## src/rsfsr_pkg.sv

```systemverilog
// Constants, codes and types of the receiver state and queue status register group
//
// Function
// - Full flag follows queue full in queue modes
// - Not-empty flag follows nonzero unread count
// - Threshold flag set while count reaches threshold
// - Overflow flag follows queue overflow condition
// - Clear bit empties queue in active states
// - Sleep state empties queue, resets packet handler
// - Strength register shows filtered level in receive
// - Level below squelch threshold reads as zero
// - Halt bit stops running sleep timer
// - Test enable bit enables manufacturing test
// - Fast serial bit raises serial clock limit
// - State field reports current operating state
// - Power-up settles in sleep, stays on failure
// - No host command enters power-up state
// - One-hot command field switches operating state
// - Other command values leave the state unchanged but are stored in the command field
// - Key value triggers reset like power-on, except the strength filter and the queue flags, which keep their registers
// - After soft reset, power-up then sleep
package rsfsr_pkg;

  // Register addresses
  localparam logic [6:0] QSC_ADDR = 7'h44;
  localparam logic [6:0] SSL_ADDR = 7'h45;
  localparam logic [6:0] FEN_ADDR = 7'h46;
  localparam logic [6:0] OSC_ADDR = 7'h47;
  localparam logic [6:0] SRT_ADDR = 7'h4f;

  // Queue status control fields
  localparam int QSC_FULL_BIT   = 6;
  localparam int QSC_NEMPTY_BIT = 5;
  localparam int QSC_THR_BIT    = 4;
  localparam int QSC_OVF_BIT    = 3;
  localparam int QSC_CLR_BIT    = 2;
  localparam int QSC_RESV_MSB   = 1;
  localparam logic [1:0] QSC_RESV_RESET = 2'h0;

  // Function enable fields
  localparam int FEN_HALT_BIT = 6;
  localparam int FEN_TEST_BIT = 5;
  localparam int FEN_FAST_BIT = 2;
  localparam logic FEN_HALT_RESET = 1'h0;
  localparam logic FEN_TEST_RESET = 1'h0;
  localparam logic FEN_FAST_RESET = 1'h0;

  // Operating state control fields
  localparam int OSC_STATE_LSB = 5;
  localparam int OSC_CMD_MSB   = 4;
  localparam logic [4:0] OSC_CMD_RESET = 5'h00;

  // State codes as read back
  localparam logic [2:0] CODE_POWER_UP = 3'h0;
  localparam logic [2:0] CODE_SLEEP    = 3'h1;
  localparam logic [2:0] CODE_STANDBY  = 3'h2;
  localparam logic [2:0] CODE_TUNING   = 3'h3;
  localparam logic [2:0] CODE_RECEIVE  = 3'h4;
  localparam logic [2:0] CODE_EEPROM   = 3'h5;

  // One-hot state commands
  localparam logic [4:0] CMD_EEPROM  = 5'h01;
  localparam logic [4:0] CMD_STANDBY = 5'h02;
  localparam logic [4:0] CMD_TUNING  = 5'h04;
  localparam logic [4:0] CMD_RECEIVE = 5'h08;
  localparam logic [4:0] CMD_SLEEP   = 5'h10;

  localparam logic [7:0] SOFT_RESET_KEY = 8'hff;

  // Strength filter: new = old + (raw - old) / 2^shift
  localparam int SIGNAL_STRENGTH_LEVEL_FILTER_SHIFT = 2;
  localparam logic [7:0] SIGNAL_STRENGTH_LEVEL_RESET = 8'h00;

  typedef enum logic [2:0] {
    ST_POWER_UP,
    ST_SLEEP,
    ST_STANDBY,
    ST_TUNING,
    ST_RECEIVE,
    ST_EEPROM
  } rsfsr_state_t;

endpackage : rsfsr_pkg

```

## src/rx_state_fifo_status_regs.sv

```systemverilog
// Receiver state, queue status and function enable register group
`timescale 1ns/1ps
module rx_state_fifo_status_regs (
  input  wire logic       sys_clk_i,
  input  wire logic       reset_n_i,
  input  wire logic       clk_en_i,
  input  wire logic [6:0] reg_addr_i,
  input  wire logic       reg_wr_i,
  input  wire logic       reg_rd_i,
  input  wire logic [7:0] reg_wdata_i,
  input  wire logic       queue_mode_i,
  input  wire logic       queue_full_i,
  input  wire logic       queue_overflow_i,
  input  wire logic [7:0] queue_count_i,
  input  wire logic [7:0] queue_threshold_i,
  input  wire logic [7:0] signal_strength_level_raw_i,
  input  wire logic [7:0] squelch_threshold_i,
  input  wire logic       power_up_ok_i,
  output logic [7:0]      reg_rdata_o,
  output logic            queue_clear_o,
  output logic            packet_handler_reset_o,
  output logic            sleep_timer_halt_o,
  output logic            manufacturing_test_enable_o,
  output logic            fast_serial_enable_o,
  output logic [2:0]      current_state_o,
  output logic            soft_reset_o
);

  typedef struct packed {
    rsfsr_pkg::rsfsr_state_t state;
    logic [2:0]              state_code;
    logic [1:0]              qsc_resv;
    logic                    halt;
    logic                    test;
    logic                    fast;
    logic [4:0]              cmd;
    logic [7:0]              rdata;
    logic                    qclr;
    logic                    pkt_rst;
    logic                    srst;
  } rsfsr_top_st_t;

  localparam rsfsr_top_st_t ST_RESET = '{
    state:      rsfsr_pkg::ST_POWER_UP,
    state_code: rsfsr_pkg::CODE_POWER_UP,
    qsc_resv:   rsfsr_pkg::QSC_RESV_RESET,
    halt:       rsfsr_pkg::FEN_HALT_RESET,
    test:       rsfsr_pkg::FEN_TEST_RESET,
    fast:       rsfsr_pkg::FEN_FAST_RESET,
    cmd:        rsfsr_pkg::OSC_CMD_RESET,
    rdata:      8'h00,
    qclr:       1'b0,
    pkt_rst:    1'b0,
    srst:       1'b0
  };

  rsfsr_top_st_t st_reg;
  rsfsr_top_st_t st_next;
  logic [3:0]    qflags;
  logic [7:0]    level;
  logic          wr_qsc;
  logic          wr_fen;
  logic          wr_osc;
  logic          wr_srt;
  logic          soft_key;
  logic          active;

  function automatic logic [2:0] rsfsr_code(input rsfsr_pkg::rsfsr_state_t s);
    logic [2:0] c;
    c = rsfsr_pkg::CODE_POWER_UP;
    unique case (s)
      rsfsr_pkg::ST_POWER_UP: c = rsfsr_pkg::CODE_POWER_UP;
      rsfsr_pkg::ST_SLEEP:    c = rsfsr_pkg::CODE_SLEEP;
      rsfsr_pkg::ST_STANDBY:  c = rsfsr_pkg::CODE_STANDBY;
      rsfsr_pkg::ST_TUNING:   c = rsfsr_pkg::CODE_TUNING;
      rsfsr_pkg::ST_RECEIVE:  c = rsfsr_pkg::CODE_RECEIVE;
      rsfsr_pkg::ST_EEPROM:   c = rsfsr_pkg::CODE_EEPROM;
      default:                c = rsfsr_pkg::CODE_POWER_UP;
    endcase
    return c;
  endfunction

  ////////////////////////////////////////////////////////////////////////////
  // Submodules

  rsfsr_queue_flags u_flags (
    .sys_clk_i         (sys_clk_i),
    .reset_n_i         (reset_n_i),
    .clk_en_i          (clk_en_i),
    .queue_mode_i      (queue_mode_i),
    .queue_full_i      (queue_full_i),
    .queue_overflow_i  (queue_overflow_i),
    .queue_count_i     (queue_count_i),
    .queue_threshold_i (queue_threshold_i),
    .flags_o           (qflags)
  );

  rsfsr_signal_strength_level_filter u_signal_strength_level (
    .sys_clk_i           (sys_clk_i),
    .reset_n_i           (reset_n_i),
    .clk_en_i            (clk_en_i),
    .track_i             (st_reg.state == rsfsr_pkg::ST_RECEIVE),
    .signal_strength_level_raw_i          (signal_strength_level_raw_i),
    .squelch_threshold_i (squelch_threshold_i),
    .level_o             (level)
  );

  ////////////////////////////////////////////////////////////////////////////
  // Decode

  assign wr_qsc   = reg_wr_i && (reg_addr_i == rsfsr_pkg::QSC_ADDR);
  assign wr_fen   = reg_wr_i && (reg_addr_i == rsfsr_pkg::FEN_ADDR);
  assign wr_osc   = reg_wr_i && (reg_addr_i == rsfsr_pkg::OSC_ADDR);
  assign wr_srt   = reg_wr_i && (reg_addr_i == rsfsr_pkg::SRT_ADDR);
  assign soft_key = wr_srt && (reg_wdata_i == rsfsr_pkg::SOFT_RESET_KEY);
  assign active   = (st_reg.state == rsfsr_pkg::ST_STANDBY) || (st_reg.state == rsfsr_pkg::ST_TUNING) ||
                    (st_reg.state == rsfsr_pkg::ST_RECEIVE) || (st_reg.state == rsfsr_pkg::ST_EEPROM);

  ////////////////////////////////////////////////////////////////////////////
  // Next state

  always_comb begin
    st_next         = st_reg;
    st_next.srst    = 1'b0;
    st_next.qclr    = 1'b0;
    st_next.pkt_rst = 1'b0;

    if (reg_rd_i) begin
      unique case (reg_addr_i)
        rsfsr_pkg::QSC_ADDR: st_next.rdata = {1'b0, qflags, 1'b0, st_reg.qsc_resv};
        rsfsr_pkg::SSL_ADDR: st_next.rdata = level;
        rsfsr_pkg::FEN_ADDR: st_next.rdata = {1'b0, st_reg.halt, st_reg.test, 2'b00, st_reg.fast, 2'b00};
        rsfsr_pkg::OSC_ADDR: st_next.rdata = {st_reg.state_code, st_reg.cmd};
        default:             st_next.rdata = 8'h00;
      endcase
    end

    if (wr_qsc) begin
      // Reserved bits kept as written; host is expected to keep them zero
      st_next.qsc_resv = reg_wdata_i[rsfsr_pkg::QSC_RESV_MSB:0];
      st_next.qclr     = reg_wdata_i[rsfsr_pkg::QSC_CLR_BIT] && active;
    end

    if (wr_fen) begin
      st_next.halt = reg_wdata_i[rsfsr_pkg::FEN_HALT_BIT];
      st_next.test = reg_wdata_i[rsfsr_pkg::FEN_TEST_BIT];
      st_next.fast = reg_wdata_i[rsfsr_pkg::FEN_FAST_BIT];
    end

    unique case (st_reg.state)
      rsfsr_pkg::ST_POWER_UP: begin
        // Stays here while the power-up sequence reports failure
        if (power_up_ok_i) begin
          st_next.state = rsfsr_pkg::ST_SLEEP;
        end
      end
      default: begin
        // Commands only name working states, never power-up
        if (wr_osc) begin
          st_next.cmd = reg_wdata_i[rsfsr_pkg::OSC_CMD_MSB:0];
          unique case (reg_wdata_i[rsfsr_pkg::OSC_CMD_MSB:0])
            rsfsr_pkg::CMD_EEPROM:  st_next.state = rsfsr_pkg::ST_EEPROM;
            rsfsr_pkg::CMD_STANDBY: st_next.state = rsfsr_pkg::ST_STANDBY;
            rsfsr_pkg::CMD_TUNING:  st_next.state = rsfsr_pkg::ST_TUNING;
            rsfsr_pkg::CMD_RECEIVE: st_next.state = rsfsr_pkg::ST_RECEIVE;
            rsfsr_pkg::CMD_SLEEP:   st_next.state = rsfsr_pkg::ST_SLEEP;
            default:                st_next.state = st_reg.state;
          endcase
        end
      end
    endcase

    if (st_reg.state == rsfsr_pkg::ST_SLEEP) begin
      st_next.qclr    = 1'b1;
      st_next.pkt_rst = 1'b1;
    end

    // Soft reset overrides everything else in the same cycle
    if (soft_key) begin
      st_next       = ST_RESET;
      st_next.srst  = 1'b1;
    end

    st_next.state_code = rsfsr_code(st_next.state);
  end

  always_ff @(posedge sys_clk_i) begin
    if (!reset_n_i) begin
      st_reg <= ST_RESET;
    end else if (clk_en_i) begin
      st_reg <= st_next;
    end
  end

  assign reg_rdata_o                 = st_reg.rdata;
  assign queue_clear_o               = st_reg.qclr;
  assign packet_handler_reset_o      = st_reg.pkt_rst;
  assign sleep_timer_halt_o          = st_reg.halt;
  assign manufacturing_test_enable_o = st_reg.test;
  assign fast_serial_enable_o        = st_reg.fast;
  assign current_state_o             = st_reg.state_code;
  assign soft_reset_o                = st_reg.srst;

  ////////////////////////////////////////////////////////////////////////////
  // Assertions

  property p_full_flag;
    @(posedge sys_clk_i) disable iff (!reset_n_i)
      clk_en_i && queue_mode_i && queue_full_i |=> qflags[3];
  endproperty
  a_full_flag: assert property (p_full_flag) else $error("full flag not set");

  property p_nempty_flag;
    @(posedge sys_clk_i) disable iff (!reset_n_i)
      clk_en_i && queue_mode_i |=> qflags[2] == ($past(queue_count_i) != 8'h00);
  endproperty
  a_nempty_flag: assert property (p_nempty_flag) else $error("not-empty flag wrong");

  property p_thr_flag;
    @(posedge sys_clk_i) disable iff (!reset_n_i)
      clk_en_i && queue_mode_i && (queue_count_i < queue_threshold_i) |=> !qflags[1];
  endproperty
  a_thr_flag: assert property (p_thr_flag) else $error("threshold flag set below threshold");

  property p_ovf_flag;
    @(posedge sys_clk_i) disable iff (!reset_n_i)
      clk_en_i && (!queue_mode_i || !queue_overflow_i) |=> !qflags[0];
  endproperty
  a_ovf_flag: assert property (p_ovf_flag) else $error("overflow flag without overflow");

  property p_clear;
    @(posedge sys_clk_i) disable iff (!reset_n_i)
      clk_en_i && wr_qsc && reg_wdata_i[rsfsr_pkg::QSC_CLR_BIT] && active && !soft_key |=> queue_clear_o;
  endproperty
  a_clear: assert property (p_clear) else $error("queue clear strobe missing");

  property p_sleep_clear;
    @(posedge sys_clk_i) disable iff (!reset_n_i)
      clk_en_i && (current_state_o == rsfsr_pkg::CODE_SLEEP) && !soft_key |=> queue_clear_o && packet_handler_reset_o;
  endproperty
  a_sleep_clear: assert property (p_sleep_clear) else $error("sleep did not clear queue");

  property p_squelch;
    @(posedge sys_clk_i) disable iff (!reset_n_i)
      clk_en_i && (signal_strength_level_raw_i < squelch_threshold_i) |=> level == 8'h00;
  endproperty
  a_squelch: assert property (p_squelch) else $error("level not masked by squelch");

  property p_halt;
    @(posedge sys_clk_i) disable iff (!reset_n_i)
      clk_en_i && wr_fen && !soft_key |=> sleep_timer_halt_o == $past(reg_wdata_i[rsfsr_pkg::FEN_HALT_BIT]);
  endproperty
  a_halt: assert property (p_halt) else $error("halt bit not taken");

  property p_fast;
    @(posedge sys_clk_i) disable iff (!reset_n_i)
      clk_en_i && wr_fen && !soft_key |=> fast_serial_enable_o == $past(reg_wdata_i[rsfsr_pkg::FEN_FAST_BIT]) &&
                                         manufacturing_test_enable_o == $past(reg_wdata_i[rsfsr_pkg::FEN_TEST_BIT]);
  endproperty
  a_fast: assert property (p_fast) else $error("enable bits not taken");

  property p_state_read;
    @(posedge sys_clk_i) disable iff (!reset_n_i)
      clk_en_i && reg_rd_i && (reg_addr_i == rsfsr_pkg::OSC_ADDR) && !soft_key
        |=> reg_rdata_o[7:5] == $past(current_state_o);
  endproperty
  a_state_read: assert property (p_state_read) else $error("state readback wrong");

  property p_power_up_exit;
    @(posedge sys_clk_i) disable iff (!reset_n_i)
      clk_en_i && (current_state_o == rsfsr_pkg::CODE_POWER_UP) && !soft_key
        |=> current_state_o == ($past(power_up_ok_i) ? rsfsr_pkg::CODE_SLEEP : rsfsr_pkg::CODE_POWER_UP);
  endproperty
  a_power_up_exit: assert property (p_power_up_exit) else $error("power-up exit wrong");

  property p_no_power_up;
    @(posedge sys_clk_i) disable iff (!reset_n_i)
      clk_en_i && (current_state_o != rsfsr_pkg::CODE_POWER_UP) && !soft_key
        |=> current_state_o != rsfsr_pkg::CODE_POWER_UP;
  endproperty
  a_no_power_up: assert property (p_no_power_up) else $error("entered power-up by command");

  property p_rx_cmd;
    @(posedge sys_clk_i) disable iff (!reset_n_i)
      clk_en_i && wr_osc && (reg_wdata_i[4:0] == rsfsr_pkg::CMD_RECEIVE) && !soft_key &&
      (current_state_o != rsfsr_pkg::CODE_POWER_UP) |=> current_state_o == rsfsr_pkg::CODE_RECEIVE;
  endproperty
  a_rx_cmd: assert property (p_rx_cmd) else $error("receive command ignored");

  property p_bad_cmd;
    @(posedge sys_clk_i) disable iff (!reset_n_i)
      clk_en_i && wr_osc && !$onehot(reg_wdata_i[4:0]) && !soft_key &&
      (current_state_o != rsfsr_pkg::CODE_POWER_UP) |=> $stable(current_state_o);
  endproperty
  a_bad_cmd: assert property (p_bad_cmd) else $error("illegal command changed state");

  property p_soft_reset;
    @(posedge sys_clk_i) disable iff (!reset_n_i)
      clk_en_i && soft_key |=> soft_reset_o && (current_state_o == rsfsr_pkg::CODE_POWER_UP) &&
                               !sleep_timer_halt_o && !fast_serial_enable_o;
  endproperty
  a_soft_reset: assert property (p_soft_reset) else $error("soft reset not applied");

  property p_clear_reads_zero;
    @(posedge sys_clk_i) disable iff (!reset_n_i)
      clk_en_i && reg_rd_i && (reg_addr_i == rsfsr_pkg::QSC_ADDR) && !soft_key |=> !reg_rdata_o[2];
  endproperty
  a_clear_reads_zero: assert property (p_clear_reads_zero) else $error("clear bit read back");

  c_soft_reset: cover property (@(posedge sys_clk_i) disable iff (!reset_n_i) clk_en_i && soft_key);
  c_enter_rx:   cover property (@(posedge sys_clk_i) disable iff (!reset_n_i)
                                current_state_o == rsfsr_pkg::CODE_RECEIVE);
  c_full_read:  cover property (@(posedge sys_clk_i) disable iff (!reset_n_i) reg_rdata_o[6]);
  c_clear:      cover property (@(posedge sys_clk_i) disable iff (!reset_n_i) queue_clear_o && active);

endmodule // rx_state_fifo_status_regs

```

## src/rsfsr_queue_flags.sv

```systemverilog
// Registered, level-following receive queue status flags
`timescale 1ns/1ps
module rsfsr_queue_flags (
  input  wire logic       sys_clk_i,
  input  wire logic       reset_n_i,
  input  wire logic       clk_en_i,
  input  wire logic       queue_mode_i,
  input  wire logic       queue_full_i,
  input  wire logic       queue_overflow_i,
  input  wire logic [7:0] queue_count_i,
  input  wire logic [7:0] queue_threshold_i,
  output logic [3:0]      flags_o
);

  typedef struct packed {
    logic full;
    logic nempty;
    logic thr;
    logic ovf;
  } rsfsr_qflag_t;

  rsfsr_qflag_t st_reg;
  rsfsr_qflag_t st_next;

  ////////////////////////////////////////////////////////////////////////////
  // Flags are pure levels; outside queue modes they stay low
  always_comb begin
    st_next.full   = queue_mode_i && queue_full_i;
    st_next.nempty = queue_mode_i && (queue_count_i != 8'h00);
    st_next.thr    = queue_mode_i && (queue_count_i >= queue_threshold_i);
    st_next.ovf    = queue_mode_i && queue_overflow_i;
  end

  always_ff @(posedge sys_clk_i) begin
    if (!reset_n_i) begin
      st_reg <= '0;
    end else if (clk_en_i) begin
      st_reg <= st_next;
    end
  end

  assign flags_o = st_reg;

endmodule // rsfsr_queue_flags

```

## src/rsfsr_signal_strength_level_filter.sv

```systemverilog
// Low-pass filtered signal strength with squelch masking
`timescale 1ns/1ps
module rsfsr_signal_strength_level_filter (
  input  wire logic       sys_clk_i,
  input  wire logic       reset_n_i,
  input  wire logic       clk_en_i,
  input  wire logic       track_i,
  input  wire logic [7:0] signal_strength_level_raw_i,
  input  wire logic [7:0] squelch_threshold_i,
  output logic [7:0]      level_o
);

  typedef struct packed {
    logic [9:0] acc;
    logic [7:0] level;
  } rsfsr_signal_strength_level_st_t;

  rsfsr_signal_strength_level_st_t st_reg;
  rsfsr_signal_strength_level_st_t st_next;
  logic [7:0]     filt;

  ////////////////////////////////////////////////////////////////////////////
  // Accumulator keeps fraction bits so small steps are not lost
  assign filt = 8'(st_reg.acc >> rsfsr_pkg::SIGNAL_STRENGTH_LEVEL_FILTER_SHIFT);

  always_comb begin
    st_next = st_reg;
    if (track_i) begin
      st_next.acc = 10'(st_reg.acc + 10'(signal_strength_level_raw_i) - 10'(filt));
    end
    // Mask on the raw level so a weak burst never leaks through the filter
    if (signal_strength_level_raw_i < squelch_threshold_i) begin
      st_next.level = 8'h00;
    end else begin
      st_next.level = 8'(st_next.acc >> rsfsr_pkg::SIGNAL_STRENGTH_LEVEL_FILTER_SHIFT);
    end
  end

  always_ff @(posedge sys_clk_i) begin
    if (!reset_n_i) begin
      st_reg <= '0;
    end else if (clk_en_i) begin
      st_reg <= st_next;
    end
  end

  assign level_o = st_reg.level;

endmodule // rsfsr_signal_strength_level_filter

```

## config.mk

```make
export PLATFORM = sky130hd
export DESIGN_NAME = rx_state_fifo_status_regs
export DESIGN_NICKNAME = d
export VERILOG_FILES = /design/src/rsfsr_pkg.sv /design/src/rx_state_fifo_status_regs.sv /design/src/rsfsr_queue_flags.sv /design/src/rsfsr_signal_strength_level_filter.sv
export SDC_FILE = /design/constraint.sdc
export NUM_CORES = 1
export LEC_CHECK = 0
export ABC_CLOCK_PERIOD_IN_PS = 6900
export BUFFER_PORTS_ARGS = -buffer_cell sky130_fd_sc_hd__buf_2
export CAP_MARGIN = 20
export CORE_ASPECT_RATIO = 1.5
export CORE_MARGIN = 2
export CORE_UTILIZATION = 40
export DETAILED_ROUTE_END_ITERATION = 12
export GPL_ROUTABILITY_DRIVEN = 0
export SYNTH_ARGS = -nofsm -noshare
export SYNTH_HDL_FRONTEND = slang
export SYNTH_SLANG_ARGS = --single-unit
```

## constraint.sdc

```tcl
create_clock -name sys_clk_i -period 6.9 [get_ports sys_clk_i]
set_clock_uncertainty 0.05 [all_clocks]
set_input_delay 0.345 -clock sys_clk_i [delete_from_list [all_inputs] [get_ports sys_clk_i]]
set_output_delay 0.345 -clock sys_clk_i [all_outputs]
set_load 0.02 [all_outputs]
```

==> results.yml <==
sta:
  tns_ns: 0
  slew_headroom_pct: 55.1
  finalCritPeriodShare_pct: 43.7
  min_period_ns: 3.02
  finalSetupViolations: 0
  fmax_mhz: 332
  hold_viol_final: 0
  worstMarginPinSlew_ns: 0.665
  maxSlewViolCount: 0
  hold_slack_ns: 0.264
  setup_ws_ns: 3.88
  rsz0062_at_grt: "no"
route:
  wire_per_inst_um: 14.6
  dr.pass1.iters: 4
  drc_errors: 0
  postRouteWirelength_um: 8800
  vias: 3215
  antenna_left: 0
  vias_per_cell: 5.34
  drtIter0Drc: 133
synth:
  avgSynthCellArea_sq_um: 8.28
  yosysSeqAreaShare_pct: 26.8
  synth.cell_area_sq_um: 3670
  ys_types: 69
  yosys_warnings: 0
  ys_async_sr_fraction_pct: 0
  syn_nets: 532
  synth-seq-cells: 49
  ys.flop_type: "dfxtp_1"
  synth_enable_flop_cells: 0
  syn_inst: 443
cts:
  root_buffer: "clkbuf_16"
  htree_levels: 2
  clk_pin_slew_worst_paths_ns: 0.07
  numCtsBuffers: 5
  clock_latency_ns: 0.29
  ctsResizeCount: 0
  cts_tree: "yes"
  clock_sinks: 49
  cts_hold_buf: 0
  ctsLongestPathBuffers: 2
  postCtsSetupBuffers: 0
global_route:
  grt_pass1_wl_um: 14200
  gr-total-overflow: 0
  antenna_found_initial: 0
  grt_max_degree: 41
  grt_use_total_pct: 18.3
  grt_pass1_vias: 3020
finish:
  layout.nets: 580
  fin_util_pct: 46.3
  antenna_cells: 0
  syn2layout_area_growth_pct: 12.3
  layout-drive-gt1-share_pct: 19.7
  largest_register_ffs: 10
floorplan:
  die_w_um: 82.2
  num_rows: 42
  die_area_sq_um: 9960
  die_y_um: 121
  initial_core_util_pct: 41.3
  num_io_pins: 73
  coreArea_sq_um: 8880
worst_setup_path:
  path_cells: "fa_1 > inv_1 > ha_1 > a211oi_1 > o21bai_1 > and4_1 > or4_1 > nor4bb_1 > a211o_1"
  crit_path_max_incr_delay_ns: 0.57
  cp_max_fo: 4
  cp_top_family: "simple AND/OR/NAND/NOR gates"
  arrival_ns: 3.15
  worstSetupEndpointType: "register"
  path_buf_inv: 1
  critPathSlowestCell: "fa_1"
  cp.depth: 9
  rrSetupSlack_ns: 3.88
  crit_path_start_kind: "register"
  timing.rr.start: "u_signal_strength_level.filt[1]$_SDFFE_PN0P_"
  criticalPathCategory: "reg2reg"
  rr_endpoint: "u_signal_strength_level.level_o[7]$_SDFFE_PN0P_"
  r2r_cells: 9
  cp.required_ns: 7.03
status:
  status: "finished, final reports clean"
worst_hold_path:
  min_from: "reg_wdata_i[5]"
  whs_path_depth: 3
  min-delay-path-class: "in2reg"
  whs_endpoint: "manufacturing_test_enable_o$_SDFFE_PN0P_"
flow_run:
  max_cap_viol_count: 0
pwr:
  peakVddDrop_uv: 104
  p_per_area_nw_per_um2: 176
  power.leakage_uw: 0.00181
placed_design:
  hpwl_um: 6900
  post-place-ws_ns: 3.73
  io_buffer_count: 72
worst max path at each step:
stage | endpoint | startpoint
5_1_grt | u_signal_strength_level.level_o[7]$_SDFFE_PN0P_ | u_signal_strength_level.filt[1]$_SDFFE_PN0P_
3_5_place_dp | u_signal_strength_level.level_o[7]$_SDFFE_PN0P_ | signal_strength_level_raw_i[1]
6_report | u_signal_strength_level.level_o[7]$_SDFFE_PN0P_ | u_signal_strength_level.filt[1]$_SDFFE_PN0P_
2_1_floorplan | u_signal_strength_level.level_o[7]$_SDFFE_PN0P_ | signal_strength_level_raw_i[1]
4_1_cts | u_signal_strength_level.level_o[7]$_SDFFE_PN0P_ | u_signal_strength_level.filt[1]$_SDFFE_PN0P_
3_3_place_gp | u_signal_strength_level.level_o[7]$_SDFFE_PN0P_ | signal_strength_level_raw_i[1]
power breakdown:
group / internal [uW] / total, uW / switching (uW)
registers: 286 / 289 / 2.99
clock network: 207 / 317 / 110
logic: 52.7 / 121 / 67.9
total: 545 / 726 / 181
through the flow:
step | total power, uW | cells | instance area, sq um
3_3_place_gp | 413 | 594 | 3930
2_1_floorplan | 382 | 443 | 3670
4_1_cts | 731 | 602 | 4120
6_report | 726 | 602 | 4120
5_1_grt | 759 | 602 | 4120
3_5_place_dp | 416 | 594 | 3930
synthesized netlist by cell type, types with 4 or more instances:
cell       n  area, sq um
a211oi_1   5         37.5
a21boi_0  19          143
a21o_1     5         37.5
a21oi_1   19         95.1
a22oi_1    7         52.6
a31oi_1    5         31.3
and2_1     4         25.0
buf_4     11         82.6
buf_6      4         45.0
clkbuf_1  10         37.5
clkbuf_8   5         68.8
dfxtp_1   49          981
fa_1       8          160
ha_1      25          313
inv_1     52          195
mux2i_1    7         70.1
nand2_1   45          169
nand2b_1   6         37.5
nand3_1   26          130
nor2_1    15         56.3
nor2b_1   13         81.3
nor3_1     9         45.0
o21a_1     4         30.0
o21ai_0   22          110
or3_1      4         25.0
xor2_1     6         52.6
cell type report:
class	count	area (sq um)
clock buffer	5	125
clock inverter	3	65.1
fill	906	4770
inverter	53	199
multi-input combinational	310	2250
sequential	49	981
tap	110	138
timing repair buffer	72	360
placed cells by master (no fill, tap or decap), drive strengths merged, types with 3 or more instances in the layout:
cell type  instances
nor4               4
clkbuf             5
a21o               5
o21ai             24
ha                25
nand2b             6
a22oi              7
inv               52
mux2i              7
nor3               9
a21boi            19
a211oi             5
a21oi             20
and2               4
buf               72
nor2              15
nand2             45
a31oi              5
or3                6
fa                 8
o211a              3
xor2               6
o21a               4
or4                4
dfxtp             49
nand3             26
nor2b             13
worst reg2reg max path, delay by kind of cell, from the launching register on:
kind                       cells  cell delay (ns)
AOI/OAI and AO/OA              3             0.68
adders and majority gates      2             0.87
buffers and inverters          1             0.06
DFF                            1             0.36
and+or+nand+nor                3             0.89
per-layer routing:
layer  vias to the layer above  wire length, um  track usage (%)
li1                       1635                -                -
met1                      1513             3670             21.4
met2                        56             4730             34.0
met3                        11              231             1.79
met4                         0              172             5.52
met5                         -                0                0
cell families (layout without fill, tap and decap cells):
| logic type | count (synthesis) | after routing | share of synthesized area [%] |
|---|---|---|---|
| XOR/XNOR | 7 | 7 | 1.67 |
| AND/OR/NAND/NOR | 149 | 149 | 22.5 |
| multiplexers | 11 | 11 | 3.75 |
| adder cells (fa/ha/maj) | 33 | 33 | 12.9 |
| buffers and inverters | 84 | 133 | 11.9 |
| flip-flops | 49 | 49 | 26.8 |
| AO/OA/AOI/OAI | 110 | 110 | 20.5 |
(Power assumes the default switching activity.)
